===== src/logic/pos_window_pkg.sv =====
package pos_window_pkg;

   localparam int POS_W = 32;
   localparam int ADDR_W = 8;

   // Register byte offsets
   localparam logic [7:0] OFF_CTRL   = 8'h00;
   localparam logic [7:0] OFF_START  = 8'h04;
   localparam logic [7:0] OFF_END    = 8'h08;
   localparam logic [7:0] OFF_SPAN   = 8'h0C;
   localparam logic [7:0] OFF_STATUS = 8'h10;
   localparam logic [7:0] OFF_POS    = 8'h14;

   // Control register layout
   localparam int CTRL_W        = 6;
   localparam int CTRL_EN_BIT   = 0;
   localparam int CTRL_DIR_LSB  = 1;
   localparam int CTRL_SRC_LSB  = 3;
   localparam int CTRL_SPAN_BIT = 5;
   localparam logic [CTRL_W-1:0] CTRL_RESET = 6'h00;
   localparam logic [POS_W-1:0]  POS_RESET  = 32'h00000000;

   // Status register layout
   localparam int STAT_ACTIVE_BIT = 0;
   localparam int STAT_DIR_BIT    = 1;
   localparam int STAT_HOMED_BIT  = 2;
   localparam int STAT_SEEN_BIT   = 3;

   // Direction qualifier codes (code 3 behaves as Both)
   localparam logic [1:0] QUAL_BOTH  = 2'h0;
   localparam logic [1:0] QUAL_PLUS  = 2'h1;
   localparam logic [1:0] QUAL_MINUS = 2'h2;

   // Position selector codes (code 3 behaves as motor feedback)
   localparam logic [1:0] SRC_MOTOR_FB  = 2'h0;
   localparam logic [1:0] SRC_MOTOR_CMD = 2'h1;
   localparam logic [1:0] SRC_MASTER_FB = 2'h2;

   // Motion update rate
   localparam int CLK_PERIOD_NS    = 20;
   localparam int UPDATE_PERIOD_NS = 1000;
   localparam int UPDATE_CYCLES    = (UPDATE_PERIOD_NS + CLK_PERIOD_NS - 1) / CLK_PERIOD_NS;

endpackage


===== src/logic/position_window_switch.sv =====
// Local design decisions: the APB interface to the registers and the register offsets.
`timescale 1ns/1ns
// Position window output with APB register access
module position_window_switch (
   // Clock and reset
   input  wire logic                                  clk_sys,
   input  wire logic                                  rst_n,
   // APB slave
   input  wire logic                                  psel,
   input  wire logic                                  penable,
   input  wire logic                                  pwrite,
   input  wire logic [pos_window_pkg::ADDR_W-1:0]     paddr,
   input  wire logic [31:0]                           pwdata,
   input  wire logic [3:0]                            pstrb,
   output logic [31:0]                                prdata,
   output logic                                       pready,
   output logic                                       pslverr,
   // Position sources
   input  wire logic signed [pos_window_pkg::POS_W-1:0] motorFeedbackPosition,
   input  wire logic signed [pos_window_pkg::POS_W-1:0] motorCommandedPosition,
   input  wire logic signed [pos_window_pkg::POS_W-1:0] masterFeedbackPosition,
   // Homing state
   input  wire logic                                  axisHomed,
   input  wire logic                                  homeDefineRequest,
   input  wire logic                                  masterPositionValid,
   // Window output
   output logic                                       windowActiveOutput
);

   logic [pos_window_pkg::CTRL_W-1:0]        ctrl_q;
   logic signed [pos_window_pkg::POS_W-1:0]  windowStartPosition_q;
   logic signed [pos_window_pkg::POS_W-1:0]  windowEndPosition_q;
   logic signed [pos_window_pkg::POS_W-1:0]  repeatSpan_q;
   logic signed [pos_window_pkg::POS_W-1:0]  prevPos_q;
   logic                                     prevValid_q;
   logic                                     dirPositive_q;
   logic                                     homedSeen_q;
   logic                                     firstSeen_q;
   logic                                     windowActive_q;
   logic                                     windowActive_d;
   logic [31:0]                              prdata_q;
   logic                                     pready_q;
   logic                                     pslverr_q;
   logic [$clog2(pos_window_pkg::UPDATE_CYCLES+1)-1:0] tickCnt_q;
   logic                                     tick;
   logic signed [pos_window_pkg::POS_W-1:0]  selPos;
   logic signed [pos_window_pkg::POS_W-1:0]  wrapPos;
   logic                                     windowEnable;
   logic [1:0]                               directionQualifier;
   logic [1:0]                               positionSelector;
   logic                                     repeatSpanEnable;
   logic                                     wrapCase;
   logic                                     armed;
   logic                                     dirOk;
   logic                                     inWindow;
   logic                                     seenNow;
   logic                                     setup;
   logic                                     wrAccess;
   logic                                     addrHit;
   logic [31:0]                              readMux;

   assign windowEnable       = ctrl_q[pos_window_pkg::CTRL_EN_BIT];
   assign directionQualifier = ctrl_q[pos_window_pkg::CTRL_DIR_LSB +: 2];
   assign positionSelector   = ctrl_q[pos_window_pkg::CTRL_SRC_LSB +: 2];
   assign repeatSpanEnable   = ctrl_q[pos_window_pkg::CTRL_SPAN_BIT];

   // Motion update enable from a divider; direction is sampled only at this rate
   always_ff @(posedge clk_sys)
   begin
      if (!rst_n)
         tickCnt_q <= '0;
      else if (tick)
         tickCnt_q <= '0;
      else
         tickCnt_q <= tickCnt_q + 1'b1;
   end
   assign tick = (tickCnt_q == ($bits(tickCnt_q))'(pos_window_pkg::UPDATE_CYCLES - 1));

   // Source selection
   always_comb
   begin
      case (positionSelector)
         pos_window_pkg::SRC_MOTOR_CMD: selPos = motorCommandedPosition;
         pos_window_pkg::SRC_MASTER_FB: selPos = masterFeedbackPosition;
         default:                       selPos = motorFeedbackPosition;
      endcase
   end

   span_wrap #(
      .WIDTH (pos_window_pkg::POS_W)
   ) u_wrap (
      .posIn      (selPos),
      .span       (repeatSpan_q),
      .spanEnable (repeatSpanEnable),
      .posOut     (wrapPos)
   );

   // Direction uses the raw position so a fold at the span edge is not seen as reversal
   always_ff @(posedge clk_sys)
   begin
      if (!rst_n)
      begin
         prevPos_q <= pos_window_pkg::POS_RESET;
         prevValid_q <= 1'b0;
         dirPositive_q <= 1'b1;
      end
      else if (tick)
      begin
         prevPos_q <= selPos;
         prevValid_q <= 1'b1;
         if (prevValid_q && selPos > prevPos_q)
            dirPositive_q <= 1'b1;
         else if (prevValid_q && selPos < prevPos_q)
            dirPositive_q <= 1'b0;
      end
   end

   // Homed is sticky; a master source also needs a live valid
   always_ff @(posedge clk_sys)
   begin
      if (!rst_n)
         homedSeen_q <= 1'b0;
      else if (axisHomed || homeDefineRequest)
         homedSeen_q <= 1'b1;
   end
   assign armed = windowEnable && homedSeen_q
                  && (positionSelector != pos_window_pkg::SRC_MASTER_FB || masterPositionValid);

   // Window evaluation
   assign wrapCase = repeatSpanEnable && (windowStartPosition_q > windowEndPosition_q);
   assign seenNow  = firstSeen_q || (wrapPos >= windowStartPosition_q);
   always_comb
   begin
      case (directionQualifier)
         pos_window_pkg::QUAL_PLUS:  dirOk = dirPositive_q;
         pos_window_pkg::QUAL_MINUS: dirOk = !dirPositive_q;
         default:                    dirOk = 1'b1;
      endcase
      if (wrapCase)
         inWindow = seenNow && (wrapPos >= windowStartPosition_q || wrapPos < windowEndPosition_q);
      else
         inWindow = (wrapPos >= windowStartPosition_q) && (wrapPos < windowEndPosition_q);
      windowActive_d = armed && dirOk && inWindow;
   end

   // First arrival at start in the wrapped case; rearmed when the window stops
   always_ff @(posedge clk_sys)
   begin
      if (!rst_n)
         firstSeen_q <= 1'b0;
      else if (!armed || !wrapCase)
         firstSeen_q <= 1'b0;
      else if (wrapPos >= windowStartPosition_q)
         firstSeen_q <= 1'b1;
   end

   // Output follows the window every clock, one cycle behind its inputs
   always_ff @(posedge clk_sys)
   begin
      if (!rst_n)
         windowActive_q <= 1'b0;
      else
         windowActive_q <= windowActive_d;
   end
   assign windowActiveOutput = windowActive_q;

   // APB: ready is raised in the first access cycle, so no wait states
   assign setup    = psel && !penable;
   assign wrAccess = psel && penable && pwrite && pready_q;
   always_comb
   begin
      addrHit = 1'b1;
      readMux = 32'h00000000;
      case (paddr)
         pos_window_pkg::OFF_CTRL:   readMux = {{(32-pos_window_pkg::CTRL_W){1'b0}}, ctrl_q};
         pos_window_pkg::OFF_START:  readMux = windowStartPosition_q;
         pos_window_pkg::OFF_END:    readMux = windowEndPosition_q;
         pos_window_pkg::OFF_SPAN:   readMux = repeatSpan_q;
         pos_window_pkg::OFF_STATUS:
         begin
            readMux[pos_window_pkg::STAT_ACTIVE_BIT] = windowActive_q;
            readMux[pos_window_pkg::STAT_DIR_BIT]    = dirPositive_q;
            readMux[pos_window_pkg::STAT_HOMED_BIT]  = homedSeen_q;
            readMux[pos_window_pkg::STAT_SEEN_BIT]   = firstSeen_q;
         end
         pos_window_pkg::OFF_POS:    readMux = wrapPos;
         default:                    addrHit = 1'b0;
      endcase
   end

   // Bus answer registers
   always_ff @(posedge clk_sys)
   begin
      if (!rst_n)
      begin
         pready_q <= 1'b0;
         pslverr_q <= 1'b0;
         prdata_q <= 32'h00000000;
      end
      else
      begin
         pready_q <= setup;
         pslverr_q <= setup && !addrHit;
         if (setup)
            prdata_q <= pwrite ? 32'h00000000 : readMux;
      end
   end
   assign pready  = pready_q;
   assign pslverr = pslverr_q;
   assign prdata  = prdata_q;

   // Byte-lane merge for writes
   function automatic logic [31:0] mergeBytes(input logic [31:0] old, input logic [31:0] wd, input logic [3:0] be);
      logic [31:0] r;
      r = old;
      for (int i = 0; i < 4; i++)
         if (be[i])
            r[8*i +: 8] = wd[8*i +: 8];
      return r;
   endfunction

   // Writable registers; status and position are read only
   always_ff @(posedge clk_sys)
   begin
      if (!rst_n)
      begin
         ctrl_q <= pos_window_pkg::CTRL_RESET;
         windowStartPosition_q <= pos_window_pkg::POS_RESET;
         windowEndPosition_q <= pos_window_pkg::POS_RESET;
         repeatSpan_q <= pos_window_pkg::POS_RESET;
      end
      else if (wrAccess)
      begin
         case (paddr)
            pos_window_pkg::OFF_CTRL:
               if (pstrb[0])
                  ctrl_q <= pwdata[pos_window_pkg::CTRL_W-1:0];
            pos_window_pkg::OFF_START: windowStartPosition_q <= mergeBytes(windowStartPosition_q, pwdata, pstrb);
            pos_window_pkg::OFF_END:   windowEndPosition_q <= mergeBytes(windowEndPosition_q, pwdata, pstrb);
            pos_window_pkg::OFF_SPAN:  repeatSpan_q <= mergeBytes(repeatSpan_q, pwdata, pstrb);
            default:                   ;
         endcase
      end
   end
endmodule


===== src/logic/span_wrap.sv =====
`timescale 1ns/1ns
// Folds a position into [0, span) when the repeat span is in use
module span_wrap #(
   parameter int WIDTH = 32
) (
   // Position in
   input  wire logic signed [WIDTH-1:0] posIn,
   input  wire logic signed [WIDTH-1:0] span,
   input  wire logic                    spanEnable,
   // Folded position out
   output logic signed [WIDTH-1:0]      posOut
);

   logic signed [WIDTH-1:0] remainder;

   // Remainder keeps the dividend sign, so a negative one is lifted by one span
   always_comb
   begin
      remainder = '0;
      posOut = posIn;
      if (spanEnable && span > 0)
      begin
         remainder = posIn % span;
         posOut = (remainder < 0) ? remainder + span : remainder;
      end
   end

endmodule


===== config.mk =====
export PLATFORM = sky130hd
export DESIGN_NAME = position_window_switch
export DESIGN_NICKNAME = d
export VERILOG_FILES = /design/src/logic/pos_window_pkg.sv /design/src/logic/position_window_switch.sv /design/src/logic/span_wrap.sv
export SDC_FILE = /design/constraint.sdc
export NUM_CORES = 2
export LEC_CHECK = 0
export ABC_AREA = 0
export BUFFER_PORTS_ARGS = -buffer_cell sky130_fd_sc_hd__buf_2
export CAP_MARGIN = 30
export CORE_MARGIN = 2
export CORE_UTILIZATION = 23
export CTS_BUF_LIST = sky130_fd_sc_hd__clkbuf_8
export CTS_CLUSTER_SIZE = 28
export DETAILED_ROUTE_END_ITERATION = 6
export PLACE_DENSITY_LB_ADDON = 0.15
export RECOVER_POWER = 50
export SYNTH_ARGS = -nofsm -noshare
export SYNTH_HDL_FRONTEND = slang
export SYNTH_HIERARCHICAL = 1
export SYNTH_SLANG_ARGS = --single-unit
export TNS_END_PERCENT = 10

===== constraint.sdc =====
create_clock -name clk_sys -period 74.9 [get_ports clk_sys]
set_clock_uncertainty 0.15 [all_clocks]
set_input_delay 0 -clock clk_sys [delete_from_list [all_inputs] [get_ports clk_sys]]
set_output_delay 0 -clock clk_sys [all_outputs]
set_load 0.03 [all_outputs]

Word level (Yosys, flattened, before mapping):

Index checks and enable logic that the tools add are counted.

* register bits after elaboration: 179
* logic and storage cells: 100

* reductions and logical operators: 44
* eq/ne operators: 11
* muxes and demuxes: 11
* $lt $le $gt $ge: 7
* div/mod/pow operators: 1
* bitwise operators: 1
* add/subtract/negate cells: 2

Operator list (count)
* $pmux W28 S5: 1
* $mux W32: 3
* $gt A32 B32 Y1: 2
* $lt A32 B32 Y1: 2
* $pmux W32 S2: 1
* $reduce_and A3 Y1: 13
* $add A32 B32 Y32: 1
* $ge A32 B32 Y1: 1
* $gt A32 B1 Y1 const B: 1
* $lt A32 B1 Y1 const B: 1
* $mod A32 B32 Y32: 1
* $pmux W4 S6: 1
* $eq A8 B4 Y1 const B: 2
* $eq A8 B5 Y1 const B: 2
* $logic_and A1 B1 Y1: 15
* $eq A8 B3 Y1 const B: 1
* $logic_not A8 Y1: 1
* $add A6 B1 Y6 const B: 1
* $eq A6 B6 Y1 const B: 1
* $reduce_or A6 Y1: 1
* $logic_not A1 Y1: 5
* $logic_or A1 B1 Y1: 5
* $eq A2 B1 Y1 const B: 2
* $eq A2 B2 Y1 const B: 2
* 7 further kinds: 11

Longest topological paths before layout:

* word-level depth: 11
* mapped depth: 417
* depth with buffers taken out: 382

Cells and area by module:

The synthesis kept the hierarchy.

By module, submodules not included
* span_wrap: area each 37023.0 sq um, cells an instance 5621, seq. area each 0.0 sq um, times used 1
* position_window_switch: area each 11128.2 sq um, cells an instance 1448, seq. area each 3583.4 sq um, times used 1

Least setup slack after synthesis:

Ideal clock, no wire load.

* path type: register to register
* start point: register ctrl_q[3] in the netlist's numbering
* end point: register firstSeen_q
* data required time: 74626 ps
* setup time: 124 ps
* slack: -6867 ps
* arrival time: 81493 ps
* stages on the path, launching flop included: 383
* cell sequence: dfxtp_1 -> inv_1 -> ha_1 -> clkbuf_1 -> clkbuf_1 -> o21ai_0 -> clkbuf_1 -> nor4_1 -> nand4_1 -> or3_1 -> or4_1 -> inv_1 -> ha_1 -> nor4b_1 -> a22oi_1 -> nor4_1 -> nand4_1 -> nor4_1 -> (+347 left out) -> o21ai_0 -> a21oi_1 -> nor2_1 -> o21ai_0 -> a21o_1 -> a21oi_1 -> xor2_1 -> nor2_1 -> o32a_1 -> ha_1 -> a21oi_1 -> nor2b_1 -> o21ai_0 -> o21ai_0 -> a2111oi_2 -> mux2_1 -> o21ai_0 -> nor2_1

* word-level cells in the longest chain between the ends: 7
* elaborated cells between the ends (all ways): 15

RTL lines
* start, declared: line position_window_switch.sv:30 `logic [pos_window_pkg::CTRL_W-1:0] ctrl_q;`
* start signal, assigned: line position_window_switch.sv:227 `ctrl_q <= pos_window_pkg::CTRL_RESET;`
* start signal, assigned: line position_window_switch.sv:237 `ctrl_q <= pwdata[pos_window_pkg::CTRL_W-1:0];`
* $eq A2 B2 Y1 / $eq A2 B1 Y1 (equally long branches): line position_window_switch.sv:82 `case (positionSelector)`
* $pmux W32 S2 (*): line position_window_switch.sv:82
* net selPos, one bit: line position_window_switch.sv:46 `logic signed [pos_window_pkg::POS_W-1:0] selPos;`
* $mod A32 B32 Y32 (*): line span_wrap.sv:23 `remainder = posIn % span;`
* $add A32 B32 Y32 / $lt A32 B1 Y1 (equally long branches): line span_wrap.sv:24 `posOut = (remainder < 0) ? remainder + span : remainder;`
* $mux W32 (*): line span_wrap.sv:24
* $mux W32 (*): line span_wrap.sv:21 `if (spanEnable && span > 0)`
* net wrapPos, one bit: line position_window_switch.sv:47 `logic signed [pos_window_pkg::POS_W-1:0] wrapPos;`
* $ge A32 B32 Y1 (*): line position_window_switch.sv:153 `else if (wrapPos >= windowStartPosition_q)`
* end signal, assigned: line position_window_switch.sv:150 `firstSeen_q <= 1'b0;`
* end signal, assigned: line position_window_switch.sv:152 `firstSeen_q <= 1'b0;`
* end signal, assigned: line position_window_switch.sv:154 `firstSeen_q <= 1'b1;`
* end, declared: line position_window_switch.sv:38 `logic firstSeen_q;`

The timed path passes the listed nets; every way through them passes the cells marked *.
A chain may end at the register's enable or synchronous reset.

Worst setup path in the final report:

Ends and elaborated chain as after synthesis.

==> results.py <==
metrics = {
    "job": {
        "maxCapViolCount": 6,
    },
    "route": {
        "dr.first_iter.drc_count": 4716,
        "met1_length_mm": 132,
        "wl_mm": 290,
        "wl_per_cell_um": 22.5,
        "topRoutingLayerUsed": "met5",
        "dr_wl_met3_mm": 13.9,
        "viasPerCell": 5.14,
        "antenna_left": 0,
        "via_count": 66400,
        "drc": 0,
        "first_pass_iters": 6,
        "wl_met2_mm": 133,
    },
    "global_route": {
        "antenna_found_initial": 4,
        "grt_usage": 0.257,
        "grt_overflow": 0,
        "grt_max_degree": 88,
        "grt_pass1_vias": 63600,
        "grt_pass1_wl_mm": 414,
    },
    "final_layout": {
        "fin_nets": 11000,
        "final_cell_mix": "2893 x buf_4, 839 x nand2_1, 599 x ha_1",
        "final_common_cell": "buf_4",
        "drive_gt1_frac": 0.419,
        "area_growth_pct": 70.1,
        "design_area_um2": 81900,
    },
    "yosys": {
        "synth_ff_type": "dfxtp_1",
        "seq_area_frac_synth": 0.0744,
        "synth_area_um2": 48200,
        "syn_nets": 7923,
        "syn_area_per_cell_um2": 6.81,
        "synth_warnings": 6,
        "async_flop_share": 0,
        "synth_edf_count": 0,
        "ys_seq_elements": 179,
        "yosysUniqueCellTypes": 112,
        "synthCells": 7069,
    },
    "worst_setup_path": {
        "r2r_end": "firstSeen_q$_SDFFE_PP0P_",
        "worstSetupStartpointType": "flop",
        "cp-end-kind": "flop",
        "cpLargestDelayFamily": "compound AO/OA/AOI/OAI gates",
        "required_ps": 75170,
        "slowest_stage": "or4_4",
        "path_buf_inv": 63,
        "crit_path_max_incr_delay_ps": 580,
        "arrival_ps": 72840,
        "reg2reg_from": "ctrl_q[3]$_SDFFE_PN0P_",
        "r2r_cells": 377,
        "rrSetupSlack_ps": 2340,
        "worstSetupPathType": "reg2reg",
        "crit_fanout": 10,
        "cpMostUsedCell": "buf_4",
    },
    "hold_path": {
        "min-delay-start": "paddr[4]",
        "holdPathStages": 2,
        "holdPathEnd": "pslverr$_SDFF_PN0_",
        "hold_path.class": "in2reg",
    },
    "placed_design": {
        "placed_cell_area_um2": 73000,
        "port_buffers": 182,
        "gp_congestion": 0.976,
        "hpwl_mm": 237,
    },
    "die": {
        "start_util": 0.232,
        "num_rows": 167,
        "die_y_um": 462,
        "core_um2": 208000,
        "io_pins": 183,
        "dieArea_um2": 213000,
        "die_w_um": 462,
    },
    "clock_tree": {
        "root_buffer": "clkbuf_8",
        "clkTransAtPathRegs_ps": 120,
        "cts.sinks": 179,
        "htreeDepth": 4,
        "cts_tree": "yes",
        "clock_latency_ps": 550,
        "cts-buffers-inserted": 17,
        "cts_buffer_depth": 2,
    },
    "sta": {
        "slew_violations": 308,
        "max_freq_ghz": 0.0138,
        "relSlewSlack": -1.69,
        "finalCritPeriodShare": 0.969,
        "setup_viol": 0,
        "whs_ps": -13.0,
        "worst_slew_pin_slew_ps": 4040,
        "hold_viol_final": 1,
        "timing.final.crit_period_ps": 72560,
    },
    "status": {
        "status": "finished with violations",
        "violations": "negative hold slack, max-capacitance violations, max-slew violations",
    },
}
-- worst reg2reg max path, delay by kind of cell, from the launching register on --
kind	cells	cell delay [ps]
flip-flops	1	390
buffers and inverters	63	8880
XOR/XNOR	2	270
AO/OA/AOI/OAI	154	29040
adder cells (fa/ha/maj)	34	9070
AND/OR/NAND/NOR	115	21980
multiplexers	9	2790
-- synthesized netlist by cell type (24+ instances only) --
cell type  number  area share
a211o_1        25      0.0045
a211oi_1       61      0.0095
a21boi_0       26      0.0041
a21o_1        201       0.031
a21oi_1       733       0.076
a221oi_1       24      0.0044
a22o_1         33      0.0060
a22oi_1        78       0.012
a31o_2         26      0.0047
a31oi_1        98       0.013
and2_1         44      0.0057
and3_1         44      0.0057
and4_1         26      0.0047
buf_1          40      0.0031
buf_2          45      0.0047
clkbuf_1      184       0.014
dfxtp_1       179       0.074
ha_1          704        0.18
inv_1         297       0.023
mux2_2         33      0.0077
mux2i_1        67       0.014
nand2_1       894       0.070
nand2b_1       70      0.0091
nand3_1       260       0.027
nand4_1        99       0.013
nor2_1        683       0.053
nor2b_1        72      0.0094
nor3_1        172       0.018
nor4_1         42      0.0055
o211ai_1       87       0.014
o21a_1        118       0.018
o21ai_0       371       0.039
o21ai_1        30      0.0031
o21bai_1       55      0.0086
o22ai_1        25      0.0032
o31ai_1        51      0.0080
or2_2          54      0.0070
or3_1          76      0.0099
or4_1          24      0.0037
xnor2_1       323       0.059
xor2_1        205       0.037
-- worst max path at each step --
stage,slack [ps],start,end,cells after the start
after floorplan,60,ctrl_q[3]$_SDFFE_PN0P_,firstSeen_q$_SDFFE_PP0P_,378
after global placement,-7340,ctrl_q[3]$_SDFFE_PN0P_,firstSeen_q$_SDFFE_PP0P_,378
after detailed placement,-7260,ctrl_q[3]$_SDFFE_PN0P_,firstSeen_q$_SDFFE_PP0P_,372
after CTS,-1220,ctrl_q[3]$_SDFFE_PN0P_,firstSeen_q$_SDFFE_PP0P_,391
after global routing,-770,ctrl_q[4]$_SDFFE_PN0P_,firstSeen_q$_SDFFE_PP0P_,407
final,2340,ctrl_q[3]$_SDFFE_PN0P_,firstSeen_q$_SDFFE_PP0P_,377
-- sequential cells by signal, indices dropped and copies added (netlist names), 6 cells and up --
register and count:
prdata 32, prevPos_q 32, repeatSpan_q 32, windowEndPosition_q 32, windowStartPosition_q 32, ctrl_q 6, tickCnt_q 6
-- stage by stage --
step / worst slack (ps) / cells / setup TNS (ps) / utilization
final: 2340 / 12900 / 0 / 0.394
after global routing: -768 / 12900 / -1880 / 0.394
after CTS: -1220 / 12700 / -3260 / 0.363
after detailed placement: -7260 / 12500 / -184090 / 0.352
after global placement: -7340 / 12500 / -190520 / 0.352
after floorplan: 63.6 / 7069 / 0 / -
-- metal layers --
layer | GRT usage | vias to the layer above
li1 | - | 32200
met1 | 0.352 | 31900
met2 | 0.435 | 1920
met3 | 0.0157 | 345
met4 | 0.0673 | 2
met5 | 0 | -
-- cells by family after synthesis --
logic type,after synthesis,share of synthesized area
simple gates,2634,0.257
buf+inv,586,0.0488
compound gates,2334,0.318
flops,179,0.0744
fa+ha+maj,706,0.184
mux,101,0.0219
xor+xnor,529,0.0964
-- what timing repair did --
item	4_1_cts	5_1_grt
setup endpoints to repair	34	34
pin swaps	68	517
endpoints found under the hold margin	178	0
cloned	0	8
buffers inserted	37	212
gates resized for setup	191	1001
hold buffers	87	0
-- final cells by class --
type,instances,area [um2]
repair buffers,3298,25400
diodes,3,7.51
fillers,22000,126000
clock buffers,17,234
well taps,2788,3490
inverters,301,1130
flip-flops and latches,179,3590
multi-input cells,6304,47900
clock inverters,15,203
Power is left out: the tool's default activity adds up to more than one toggle a clock period on the data nets, which glitch-free logic cannot reach.
